`src/aof_pkg.sv`:
```
package aof_pkg;

	// register map, 16-bit registers on a plain port
	localparam logic [3:0]  ADDR_CONTROL = 4'h0; // filter_control
	localparam logic [3:0]  ADDR_RESULT  = 4'h1; // filter_result
	localparam logic [3:0]  ADDR_STATUS  = 4'h2; // sticky event status
	localparam logic [3:0]  ADDR_MASK    = 4'h3; // event mask

	// filter_control field positions
	localparam int BIT_ON      = 15;
	localparam int BIT_MODE_HI = 14;
	localparam int BIT_MODE_LO = 13;
	localparam int BIT_RAT_HI  = 12;
	localparam int BIT_RAT_LO  = 10;
	localparam int BIT_IE      = 9;
	localparam int BIT_RDY     = 8;
	localparam int BIT_SEL_HI  = 4;

	localparam logic [15:0] CONTROL_RESET = 16'h0000;
	localparam logic [15:0] CONTROL_WMASK = 16'hFE1F; // ready is hw owned

	// filter modes
	localparam logic [1:0]  MODE_OVERSAMPLE = 2'h0;
	localparam logic [1:0]  MODE_AVERAGE    = 2'h3;

	// channel select codes
	localparam logic [4:0]  SEL_AN_LAST = 5'h0F;
	localparam logic [4:0]  SEL_TEMP    = 5'h10;
	localparam logic [4:0]  SEL_BANDGAP = 5'h11;

	// status bits
	localparam int ST_DONE = 0;

	// one converter result from the shared core
	typedef struct packed {
		logic        valid;
		logic [4:0]  channel;
		logic [11:0] data;
	} aof_sample_s;

	// register port request
	typedef struct packed {
		logic        wr;
		logic        rd;
		logic [3:0]  addr;
		logic [15:0] wdata;
	} aof_bus_s;

endpackage : aof_pkg

```
`src/aof_filter.sv`:
```
// How it works
// - select codes 0 to 15 feed analog inputs 0 to 15 into the filter.
// - code 16 feeds the temperature sensor and code 17 the band-gap.
// - mode 11 averages and always yields a 12-bit result.
// - mode 00 oversamples, widening the result except at 2x (12 bits), 16 bits at 256x only.
`timescale 1ns/1ps
`default_nettype none

module aof_filter
	import aof_pkg::*;
(
	// clock and reset
	input  wire logic        clk_i,
	input  wire logic        arst_n_i,
	// register port
	input  wire aof_bus_s    bus_i,
	output logic [15:0]      rdata_o,
	// converter results
	input  wire aof_sample_s sample_i,
	// interrupt
	output logic             irq_o
);

	typedef enum logic [1:0] {IDLE, ACCUM} aof_state_e;

	aof_state_e  state_q;
	logic [15:0] ctrl_q;
	logic [15:0] result_q;
	logic [8:0]  count_q;
	logic [19:0] acc_q;
	logic        status_q;
	logic        mask_q;
	logic        done;

	// samples per result for a ratio code
	function automatic logic [8:0] ratio_n(input logic [1:0] m,
		input logic [2:0] r);
		logic [8:0] n;
		n = 9'h000;
		if (m == MODE_AVERAGE)
			n = 9'h002 << r; // 2x..256x in code order
		else
			case (r)
				3'h0: n = 9'h004;
				3'h1: n = 9'h010;
				3'h2: n = 9'h040;
				3'h3: n = 9'h100;
				3'h4: n = 9'h002;
				3'h5: n = 9'h008;
				3'h6: n = 9'h020;
				default: n = 9'h080;
			endcase
		return n;
	endfunction

	// right shift applied to the sum to form the result
	function automatic logic [3:0] ratio_shift(input logic [1:0] m,
		input logic [2:0] r);
		logic [3:0] s;
		s = 4'h0;
		if (m == MODE_AVERAGE)
			s = 4'(r) + 4'h1;
		else
			case (r)
				3'h0, 3'h4: s = 4'h1; // 13-bit at code 0, 12-bit at code 4
				3'h1, 3'h5: s = 4'h2; // 14-bit at code 1, 13-bit at code 5
				3'h2, 3'h6: s = 4'h3; // 15-bit at code 2, 14-bit at code 6
				default:    s = 4'h4; // 16-bit at code 3, 15-bit at code 7
			endcase
		return s;
	endfunction

	// write strobe aimed at one register
	function automatic logic wr_hit(input aof_bus_s b,
		input logic [3:0] a);
		return b.wr && (b.addr == a);
	endfunction

	// read strobe aimed at one register
	function automatic logic rd_hit(input aof_bus_s b,
		input logic [3:0] a);
		return b.rd && (b.addr == a);
	endfunction

	wire logic       on   = ctrl_q[BIT_ON];
	wire logic [1:0] mode = ctrl_q[BIT_MODE_HI:BIT_MODE_LO];
	wire logic [2:0] rat  = ctrl_q[BIT_RAT_HI:BIT_RAT_LO];
	wire logic [4:0] sel  = ctrl_q[BIT_SEL_HI:0];
	// reserved modes and codes 10010..11111 never take a sample
	wire logic mode_ok = (mode == MODE_OVERSAMPLE) || (mode == MODE_AVERAGE);
	wire logic sel_ok  = (sel <= SEL_BANDGAP);
	wire logic take    = on && mode_ok && sel_ok && sample_i.valid
		&& (sample_i.channel == sel);
	// 20 bits hold 256 full-scale samples without overflow
	wire logic [19:0] sum = acc_q + 20'(sample_i.data);
	wire logic ctrl_wr = wr_hit(bus_i, ADDR_CONTROL);
	wire logic res_rd  = rd_hit(bus_i, ADDR_RESULT);

	// a control write restarts the run, so the sample beside it is dropped
	// and can neither finish a result nor raise ready
	assign done = (state_q == ACCUM) && take && !ctrl_wr
		&& (count_q + 9'h001 == ratio_n(mode, rat));

	// accumulation sequencer
	// any reconfigure drops the partial sum and starts over
	always_ff @(posedge clk_i or negedge arst_n_i)
	begin
		if (!arst_n_i)
		begin
			state_q <= IDLE;
			count_q <= 9'h000;
			acc_q   <= 20'h00000;
		end
		else
		begin
			case (state_q)
				IDLE:
				begin
					// entry cycle takes no sample; counters start from zero
					count_q <= 9'h000;
					acc_q   <= 20'h00000;
					if (on && mode_ok)
						state_q <= ACCUM;
				end
				ACCUM:
				begin
					if (!on || !mode_ok || ctrl_wr)
					begin
						state_q <= IDLE; // restart on reconfigure
					end
					else if (done)
					begin
						count_q <= 9'h000;
						acc_q   <= 20'h00000;
					end
					else if (take)
					begin
						count_q <= count_q + 9'h001;
						acc_q   <= sum;
					end
				end
				default: state_q <= IDLE;
			endcase
		end
	end

	// result register, scaled by mode and ratio
	// oversampled sums land as 12 to 16 bits, averages as 12 bits
	always_ff @(posedge clk_i or negedge arst_n_i)
	begin
		if (!arst_n_i)
			result_q <= 16'h0000;
		else if (done)
			result_q <= 16'(sum >> ratio_shift(mode, rat));
	end

	// control register with hardware ready flag
	always_ff @(posedge clk_i or negedge arst_n_i)
	begin
		if (!arst_n_i)
			ctrl_q <= CONTROL_RESET;
		else
		begin
			if (ctrl_wr)
				ctrl_q <= (bus_i.wdata & CONTROL_WMASK)
					| (ctrl_q & ~CONTROL_WMASK);
			// set wins: a result landing beside a read keeps ready high
			if (done)
				ctrl_q[BIT_RDY] <= 1'b1;
			else if (res_rd || !on || (ctrl_wr && !bus_i.wdata[BIT_ON]))
				ctrl_q[BIT_RDY] <= 1'b0;
		end
	end

	// sticky status, write one to clear, set wins; mask written directly
	always_ff @(posedge clk_i or negedge arst_n_i)
	begin
		if (!arst_n_i)
		begin
			status_q <= 1'b0;
			mask_q   <= 1'b0;
		end
		else
		begin
			if (done && ctrl_q[BIT_IE])
				status_q <= 1'b1;
			else if (wr_hit(bus_i, ADDR_STATUS) && bus_i.wdata[ST_DONE])
				status_q <= 1'b0;
			if (wr_hit(bus_i, ADDR_MASK))
				mask_q <= bus_i.wdata[ST_DONE];
		end
	end

	// interrupt output
	// a flop so the pin never glitches; it lags status by one cycle
	always_ff @(posedge clk_i or negedge arst_n_i)
	begin
		if (!arst_n_i)
			irq_o <= 1'b0;
		else
			irq_o <= status_q & mask_q;
	end

	// read data, one cycle after the strobe
	// control bits 7 to 5 are never written, so they read back as zero
	always_ff @(posedge clk_i or negedge arst_n_i)
	begin
		if (!arst_n_i)
			rdata_o <= 16'h0000;
		else if (bus_i.rd)
			case (bus_i.addr)
				ADDR_CONTROL: rdata_o <= ctrl_q;
				ADDR_RESULT:  rdata_o <= result_q;
				ADDR_STATUS:  rdata_o <= {15'h0000, status_q};
				ADDR_MASK:    rdata_o <= {15'h0000, mask_q};
				default:      rdata_o <= 16'h0000;
			endcase
		else
			rdata_o <= 16'h0000;
	end

endmodule // aof_filter

`default_nettype wire

```
`config.mk`:
```
export PLATFORM = sky130hd
export DESIGN_NAME = aof_filter
export DESIGN_NICKNAME = d
export VERILOG_FILES = /design/src/aof_pkg.sv /design/src/aof_filter.sv
export SDC_FILE = /design/constraint.sdc
export NUM_CORES = 1
export LEC_CHECK = 0
export BUFFER_PORTS_ARGS = -buffer_cell sky130_fd_sc_hd__buf_2
export CORE_MARGIN = 1
export CORE_UTILIZATION = 50
export DETAILED_ROUTE_END_ITERATION = 16
export GPL_ROUTABILITY_DRIVEN = 0
export GPL_TIMING_DRIVEN = 0
export HOLD_SLACK_MARGIN = 0.1
export PLACE_DENSITY = 0.7
export RECOVER_POWER = 25
export SLEW_MARGIN = 20
export SYNTH_ARGS = -nofsm -noshare
export SYNTH_HDL_FRONTEND = slang
export SYNTH_SLANG_ARGS = --single-unit
```
`constraint.sdc`:
```
create_clock -name clk_i -period 3.6 [get_ports clk_i]
set_input_delay 0.54 -clock clk_i [delete_from_list [all_inputs] [get_ports clk_i]]
set_output_delay 0.54 -clock clk_i [all_outputs]
set_load 0.02 [all_outputs]
```
* Yosys cells after proc, flatten, opt, wreduce, memory -nomap -nowiden
Cells that the tools add are included.
** Operators by class
- Shift-type cells :: 2
- Magnitude comparators :: 1
- Reduce and logical (&&, ||, !) cells :: 35
- Equal/unequal tests :: 17
- Add/subtract/negate cells :: 3
- Bitwise logic cells :: 2
- Mux-type cells :: 23
** Operators by type and width (number)
- $pmux 16 s4 :: 1
- $pmux 9 s7 :: 1
- $mux 20 :: 3
- $mux 9 :: 5
- $pmux 20 s2 :: 1
- $add 20x12->20 :: 1
- $shr 20x4->16 :: 1
- $pmux 9 s2 :: 1
- $mux 16 :: 1
- $or 16x9->16 :: 1
- $logic_and 1x1->1 :: 14
- $add 9x1->9 const B :: 1
- $eq 3x3->1 const B :: 3
- $eq 9x9->1 :: 1
- $pmux 3 s3 :: 1
- $shl 2x3->9 const A :: 1
- $eq 4x2->1 const B :: 2
- $mux 4 :: 2
- $eq 3x2->1 const B :: 2
- $reduce_or 2->1 :: 3
- $eq 5x5->1 :: 1
- $le 5x5->1 const B :: 1
- $logic_or 1x1->1 :: 5
- $add 3x1->4 const B :: 1
- other kinds (19) :: 29
** Word-level totals
- Logic and storage cells :: 93
- Register bits :: 82
- Input port bits :: 42
- Output and inout bits :: 17

* Logic depth before layout (Yosys ltp)
Gate-level depths: netlist of the first run.
- Depth after elaboration :: 12
- Mapped depth :: 13
- Depth with buffers taken out :: 12

* Worst setup path before layout of the first run
Ideal clock, no wire load.
- Kind :: input-to-reg
- Start :: in sample_i[0] (netlist name)
- End :: reg result_q[3]
- Slack :: 457 ps
- Data arrival time :: 3078 ps
- Required time :: 3535 ps
- Buffers on the path :: 0
- Cell stages on the path :: 12
- Setup time :: 65 ps
- Cells stage by stage :: ha_1 inv_1 fa_1 nor2b_1 o31a_1 o2111ai_2 a21o_2 or3_4 a32oi_2 a31oi_1 or3_1 nand2_1
** Between the ends
- Cells in the longest elaborated chain, start to end :: 2
** Ends and longest elaborated chain
- from (decl) :: RTL line aof_filter.sv:19 : input wire aof_sample_s sample_i,
- $add 20x12->20 :: RTL line aof_filter.sv:95 : wire logic [19:0] sum = acc_q + 20'(sample_i.data);
- $shr 20x4->16 :: RTL line aof_filter.sv:154 : result_q <= 16'(sum >> ratio_shift(mode, rat));
- to (signal assigned) :: RTL line aof_filter.sv:154
- to (decl) :: RTL line aof_filter.sv:28 : logic [15:0] result_q;
No other way between the ends.
A chain may end at the register's enable or synchronous reset.

* Worst setup path after layout of the first run
- Start :: reg ctrl_q[10]
- End :: reg acc_q[12]
** Between the ends
- Cells in the longest elaborated chain, start to end :: 8
- Elaborated cells on any way between the ends :: 17
- Those cells by class :: eq/ne: 8; shift: 1; mux: 5; reduce/logical: 3
** Ends and longest elaborated chain
- from (decl) :: RTL line aof_filter.sv:27 : logic [15:0] ctrl_q;
- from (signal assigned) :: RTL line aof_filter.sv:165 : ctrl_q <= (bus_i.wdata & CONTROL_WMASK)
- $eq 3x3->1, or another cell as far along :: RTL line aof_filter.sv:43 : case (r)
- $pmux 9 s7 :: RTL line aof_filter.sv:43
- $mux 9 * :: RTL line aof_filter.sv:40 : if (m == MODE_AVERAGE)
- $eq 9x9->1 * :: RTL line aof_filter.sv:102 : && (count_q + 9'h001 == ratio_n(mode, rat));
- $logic_and 1x1->1 * :: RTL line aof_filter.sv:102
- $mux 20 :: RTL line aof_filter.sv:131 : else if (done)
- $mux 20 :: RTL line aof_filter.sv:127 : if (!on || !mode_ok || ctrl_wr)
- $pmux 20 s2 :: RTL line aof_filter.sv:116 : case (state_q)
- to (signal assigned) :: RTL line aof_filter.sv:139 : acc_q <= sum;
- to (decl) :: RTL line aof_filter.sv:30 : logic [19:0] acc_q;
Mark *: on every way between the ends. The rest lies on a longest branch, timed or not. The select of a mux whose other input is x is not followed.

==> metrics.cfg, run 1 <==
[setup_path]
cp.required_ps = 3840
cp-start-kind = flop
worstPathMaxFanout = 10
critPathBufInv = 2
end_kind = flop
cpMostUsedCell = o21ai_1
slowest_stage = or4_1
worstPathArrival_ps = 3630
crit_family = simple AND/OR/NAND/NOR gates
critPathMaxStageDelay_ps = 620
path_cells = inv_1 -> ha_1 -> or4_1 -> o21ai_1 -> xor3_1 -> a221oi_1 -> nor4b_4 -> or2b_2 -> buf_6 -> nor2_1 -> o21ai_1 -> o31ai_1
crit_type = flop to flop

[global_route]
grt_pass1_vias = 5098
grt_max_degree = 56
antenna_found_initial = 0
grt_pass1_wl_mm = 25.1
grt_overflow = 0
track_usage_pct = 28.1

[clocking]
cts_sinks = 78
cts_tree = done
cts_made_buffers = 9
clkTransAtPathRegs_ps = 80
ctsHtreeMaxLevel = 3
clock_latency_ps = 370
clockRootBuffer = clkbuf_8
cts_buffer_depth = 2

[synthesis]
yosysSeqAreaShare_pct = 35.2
synth_cell_types = 85
syn-num-nets = 718
synthCells = 655
synth_warnings = 0
synth_ff_type = dfrtp_1
synth_area_sq_um = 5540
synthArstFlopShare_pct = 100
synth_edf_count = 0
synth_area_leader_cell = dfrtp_1
avgSynthCellArea_sq_um = 8.46
yosysTopAreaCellShare_pct = 35.2
ys_top_cells_by_area = dfrtp_1 (35%), nand2_1 (7.4%), ha_1 (4.5%)
ys_seq_elements = 78

[floorplan]
rows = 38
io_pins = 59
core_area_sq_um = 10800
die_h_um = 107
start_util_pct = 51.3
dieArea_sq_um = 11500
die_w_um = 107

[status]
failed_checks = capacitance limit, slew limit
status = finished, violations left

[cells_and_area]
area_growth_pct = 12.7
finalNetCount = 788
drive_gt1_share_pct = 15.3
multi_input_area_sq_um = 3420
seq_area_sq_um = 1950
fillCellCount = 974
antenna_cells = 0

[route]
drc = 0
vias = 5409
drt-vias-per-instance = 6.22
ant_nets = 0
drt_iter0_markers = 415
routed_wirelength_mm = 15.4
wire_per_inst_um = 17.6
firstDrtPassIters = 5

[placement]
pre_cts_ws_ps = -111
port_buffers = 54
post-dp-hpwl_mm = 11.8

[worst_hold_path]
hold_path_class = input pin to flop

[pwr]
ir_drop_mv = 0.206
p_leak_nw = 2.77
power.density_nw_per_um2 = 423

[sta]
finalMaxSlewViolations = 24
tightest_slew_ps = 1540
setup_slack_ps = 207
finalCriticalPeriod_ps = 3390
slew_headroom_pct = -2.83
hold_viol_final = 0
grt_setup_unrepaired = no
skew_ps = 10.1
setup_violations = 0
holdWs_ps = 354
fmax_mhz = 295
min_period_over_period_pct = 94.3

[flow_run]
maxCapViolCount = 1

[metrics by stage]
| step | instances | utilization, % | area, sq um | TNS (ps) | power, mW |
|---|---|---|---|---|---|
| after CTS | 868 | 57.6 | 6220 | 0 | 2.61 |
| after global routing | 870 | 57.8 | 6240 | 0 | 2.79 |
| after detailed placement | 850 | 55.8 | 6020 | -1390 | 1.98 |
| final | 870 | 57.8 | 6240 | 0 | 2.64 |
| after floorplan | 655 | - | 5540 | 0 | 1.70 |
| after global placement | 849 | 55.4 | 5980 | -893 | 1.95 |
[registers in the layout, indices dropped and copies added, names as in the netlist]
signal and cells:
rdata_o 16, result_q 16, irq_o 1, ctrl_q 13, state_q 1, acc_q 20
status_q 1, count_q 9, mask_q 1
[tightest hold or removal path, delay by kind of cell]
| family | cells | cell delay [ps] |
|---|---|---|
| AND/OR/NAND/NOR | 2 | 80 |
| buffers and inverters | 1 | 70 |
[worst paths after layout]
path / from / cells after the start / endpoint / slack, ps
setup / recovery: ctrl_q[10]$_DFFE_PN0P_ / 12 / acc_q[12]$_DFFE_PN0P_ / 210
hold / removal: bus_i[4] / 3 / ctrl_q[4]$_DFFE_PN0P_ / 350
setup reg to reg: ctrl_q[10]$_DFFE_PN0P_ / 12 / acc_q[12]$_DFFE_PN0P_ / 210
hold reg to reg: state_q[0]$_DFFE_PN0P_ / 1 / state_q[0]$_DFFE_PN0P_ / 470
max in group asynchronous: arst_n_i / 3 / ctrl_q[10]$_DFFE_PN0P_ / 1580
min in group asynchronous: arst_n_i / 2 / count_q[6]$_DFFE_PN0P_ / 1080
[layout make-up]
class | count | share of cell area (%)
buffer | 33 | 2.33
timing repair buffer | 59 | 5.25
tap | 140 | 2.81
inverter | 11 | 0.662
clock inverter | 6 | 0.722
sequential | 78 | 31.3
multi-input combinational | 533 | 54.7
clock buffer | 10 | 2.21
[cell usage in the layout, fill, tap and decap left out, types with 13 or more instances in the layout]
master,count
nor2_1,51
xnor2_1,18
ha_1,20
a22oi_1,15
a21oi_1,33
a21o_1,13
dfrtp_1,77
o21ai_0,28
nand2_1,109
clkbuf_1,23
buf_2,58
nand3_1,16
o21ai_1,32
[synth_stat cells (all sizes together), types with 6 or more instances]
library cell,number
nor3,11
a21o,14
nand2,109
mux2,6
dfrtp,78
a31oi,9
clkbuf,23
ha,20
mux2i,11
o21a,7
inv,11
buf,10
nand3,16
nor2,51
xnor2,18
nand4,8
a22oi,15
o211ai,10
a21oi,35
xor2,10
o21ai,60
and2,7
and3,8
a211oi,6
or3,8
nand2b,9
[cell families after synthesis]
logic type      Yosys count  synth area share (%)
buf+inv                  44                  3.32
flops                    78                  35.2
compound gates          208                  25.5
fa+ha+maj                21                  4.88
simple gates            257                  22.6
xor+xnor                 29                  4.86
mux                      18                  3.61
[power breakdown]
| group | switching, mW | internal [mW] | leakage (nW) |
|---|---|---|---|
| clock network | 0.356 | 0.271 | 0.0849 |
| logic | 0.686 | 0.372 | 1.61 |
| registers | 0.0418 | 0.911 | 1.07 |
| total | 1.08 | 1.55 | 2.77 |
[routing by layer]
layer  part of all wire, %  global-route usage [%]  vias up  wire, um
met5                     0                       0        -         0
met4                   3.3                    13.5        0       507
met3                   6.1                    4.54       47       931
met2                    46                    44.4      214      7020
met1                    45                    37.5     2593      6900
li1                      -                       -     2555         -
[repair_timing]
item                                    4_1_cts  5_1_grt
resized for setup                             0        6
hold endpoints to repair                     23        0
hold buffers                                  1        0
endpoints found under the setup margin       16       18
buffers inserted                              1        2
pin swaps                                     0        0
cloned                                        0        0
Power figures use the tool's default switching activity.
==> inputs of run 2 (changes only) <==
--- a/config.mk
+++ b/config.mk
@@ -8,6 +8,7 @@
 export BUFFER_PORTS_ARGS = -buffer_cell sky130_fd_sc_hd__buf_2
 export CORE_MARGIN = 1
 export CORE_UTILIZATION = 50
+export CTS_BUF_LIST = sky130_fd_sc_hd__clkbuf_2
 export DETAILED_ROUTE_END_ITERATION = 16
 export GPL_ROUTABILITY_DRIVEN = 0
 export GPL_TIMING_DRIVEN = 0
==> run 2 against run 1 <==
Net effect:
- the run now ends clean
- fmax is 0.81% lower
- first-iteration DRC count increased by 14%
- total power fell by 6.8%
- critical endpoint unchanged
==> metrics.cfg, run 2 (synthesis results as in run 1) <==
[clocking]
clock_latency_ps = 610
ctsHtreeMaxLevel = 3
cts_made_buffers = 9
cts_buffer_depth = 2
clkTransAtPathRegs_ps = 220
cts_tree = done
cts_sinks = 78
clockRootBuffer = clkbuf_2

[route]
ant_nets = 0
wire_per_inst_um = 17.6
drc = 0
firstDrtPassIters = 5
drt-vias-per-instance = 6.20
drt_iter0_markers = 474
routed_wirelength_mm = 15.4
vias = 5424

[worst_hold_path]
hold_path_depth = 3
hold_path_class = input pin to flop
worstHoldStart = bus_i[14]
holdPathEnd = ctrl_q[14]$_DFFE_PN0P_

[sta]
setup_violations = 0
finalCriticalPeriod_ps = 3420
setup_slack_ps = 179
skew_ps = 14.0
finalMaxSlewViolations = 0
holdWs_ps = 118
tightest_slew_ps = 1390
fmax_mhz = 292
grt_setup_unrepaired = no
slew_headroom_pct = 7.38
hold_viol_final = 0
min_period_over_period_pct = 95.0

[placement]
pre_cts_ws_ps = -111
dp_cells = 850
port_buffers = 54
post-dp-hpwl_mm = 11.8
placedInstanceArea_sq_um = 6020

[pwr]
p_leak_nw = 2.75
power.density_nw_per_um2 = 398
ir_drop_mv = 0.196

[setup_path]
r2r-start = ctrl_q[11]$_DFFE_PN0P_
cp-start-kind = flop
slowest_stage = or4_1
critPathMaxStageDelay_ps = 610
end_kind = flop
worst_r2r_endpoint = acc_q[12]$_DFFE_PN0P_
cp.depth = 12
cp.required_ps = 4100
worstPathArrival_ps = 3930
r2r_slack_ps = 180
crit_family = simple AND/OR/NAND/NOR gates
critPathBufInv = 2
worstPathMaxFanout = 10
reg2reg_depth = 12
cpMostUsedCell = o21ai_1
crit_type = flop to flop
path_cells = inv_1 -> ha_1 -> or4_1 -> o21ai_1 -> xor3_1 -> a221oi_1 -> nor4b_4 -> or2b_2 -> buf_6 -> nor2_1 -> o21ai_1 -> o31ai_1

[global_route]
antenna_found_initial = 0
grt_pass1_vias = 5116
grt_pass1_wl_mm = 25.1
track_usage_pct = 28.2
grt_max_degree = 56
grt_overflow = 0

[flow_run]
maxCapViolCount = 0

[floorplan]
core_area_sq_um = 10800
io_pins = 59
die_h_um = 107
dieArea_sq_um = 11500
start_util_pct = 51.3
rows = 38
die_w_um = 107

[cells_and_area]
drive_gt1_share_pct = 15.4
final_common_cell = nand2_1
antenna_cells = 0
area_growth_pct = 11.6
fillCellCount = 983
fin_cells = 875
finish.utilization_pct = 57.3
final_cell_mix = nand2_1 (109), dfrtp_1 (77), buf_2 (58)
regMostFlops = acc_q
largest_reg_flops = 20
finalNetCount = 793
largestRegisters = acc_q (20), rdata_o (16), result_q (16)
final_area_sq_um = 6180

[status]
status = completed

run 2: cell types whose count changed in the layout (fill, tap and decap cells not counted), sizes merged:
cell | before | now
clkinv | 2 | 3
dlygate4sd3 | 1 | 5
run 2: worst register-to-register path, stage by stage, from the launching register on:
cell	delay, ps
dfrtp_1	460
inv_1	110
ha_1	290
or4_1	610
o21ai_1	240
xor3_1	390
a221oi_1	260
nor4b_4	290
or2b_2	230
buf_6	180
nor2_1	70
o21ai_1	120
o31ai_1	90
run 2: what timing repair did:
| item | 4_1_cts | 5_1_grt |
|---|---|---|
| setup buffers | 1 | 3 |
| resized for setup | 0 | 7 |
| hold buffers | 5 | 0 |
| pin swaps | 0 | 0 |
| endpoints found under the hold margin | 27 | 0 |
| endpoints found under the setup margin | 16 | 26 |
run 2: power breakdown:
group | switching (mW) | internal, mW | total (mW)
registers | 0.0389 | 0.913 | 0.952
clock network | 0.346 | 0.0899 | 0.436
logic | 0.693 | 0.377 | 1.07
run 2: how the worst max path moves through the flow:
stage,start,endpoint
floorplan,sample_i[0],result_q[3]$_DFFE_PN0P_
detailed placement,ctrl_q[10]$_DFFE_PN0P_,acc_q[12]$_DFFE_PN0P_
global placement,ctrl_q[10]$_DFFE_PN0P_,acc_q[12]$_DFFE_PN0P_
CTS,ctrl_q[10]$_DFFE_PN0P_,result_q[6]$_DFFE_PN0P_
finish,ctrl_q[11]$_DFFE_PN0P_,acc_q[12]$_DFFE_PN0P_
global route,acc_q[0]$_DFFE_PN0P_,result_q[7]$_DFFE_PN0P_
run 2: routing by layer:
layer | vias up | share of wire [%] | wire length (um) | GRT usage [%]
met2 | 220 | 45 | 6960 | 44.1
met3 | 51 | 7.2 | 1110 | 4.48
met1 | 2586 | 44 | 6760 | 37.3
met4 | 0 | 3.7 | 571 | 15.3
li1 | 2567 | - | - | -
met5 | - | 0 | 0 | 0
run 2: stage by stage:
step / setup TNS (ps) / power, mW
final: 0 / 2.46
after global routing: 0 / 2.60
after CTS: 0 / 2.42
after detailed placement: -1390 / 1.98
after global placement: -893 / 1.95
after floorplan: 0 / 1.70
run 2: area by class of cell:
| class | count | area, sq um | area share, % |
|---|---|---|---|
| Multi-Input combinational cell | 533 | 3420 | 55.3 |
| Sequential cell | 78 | 1950 | 31.6 |
| Timing Repair Buffer | 64 | 353 | 5.71 |
| Tap cell | 140 | 175 | 2.83 |
| Buffer | 33 | 145 | 2.35 |
| Clock inverter | 7 | 48.8 | 0.789 |
| Clock buffer | 9 | 45.0 | 0.729 |
| Inverter | 11 | 41.3 | 0.668 |
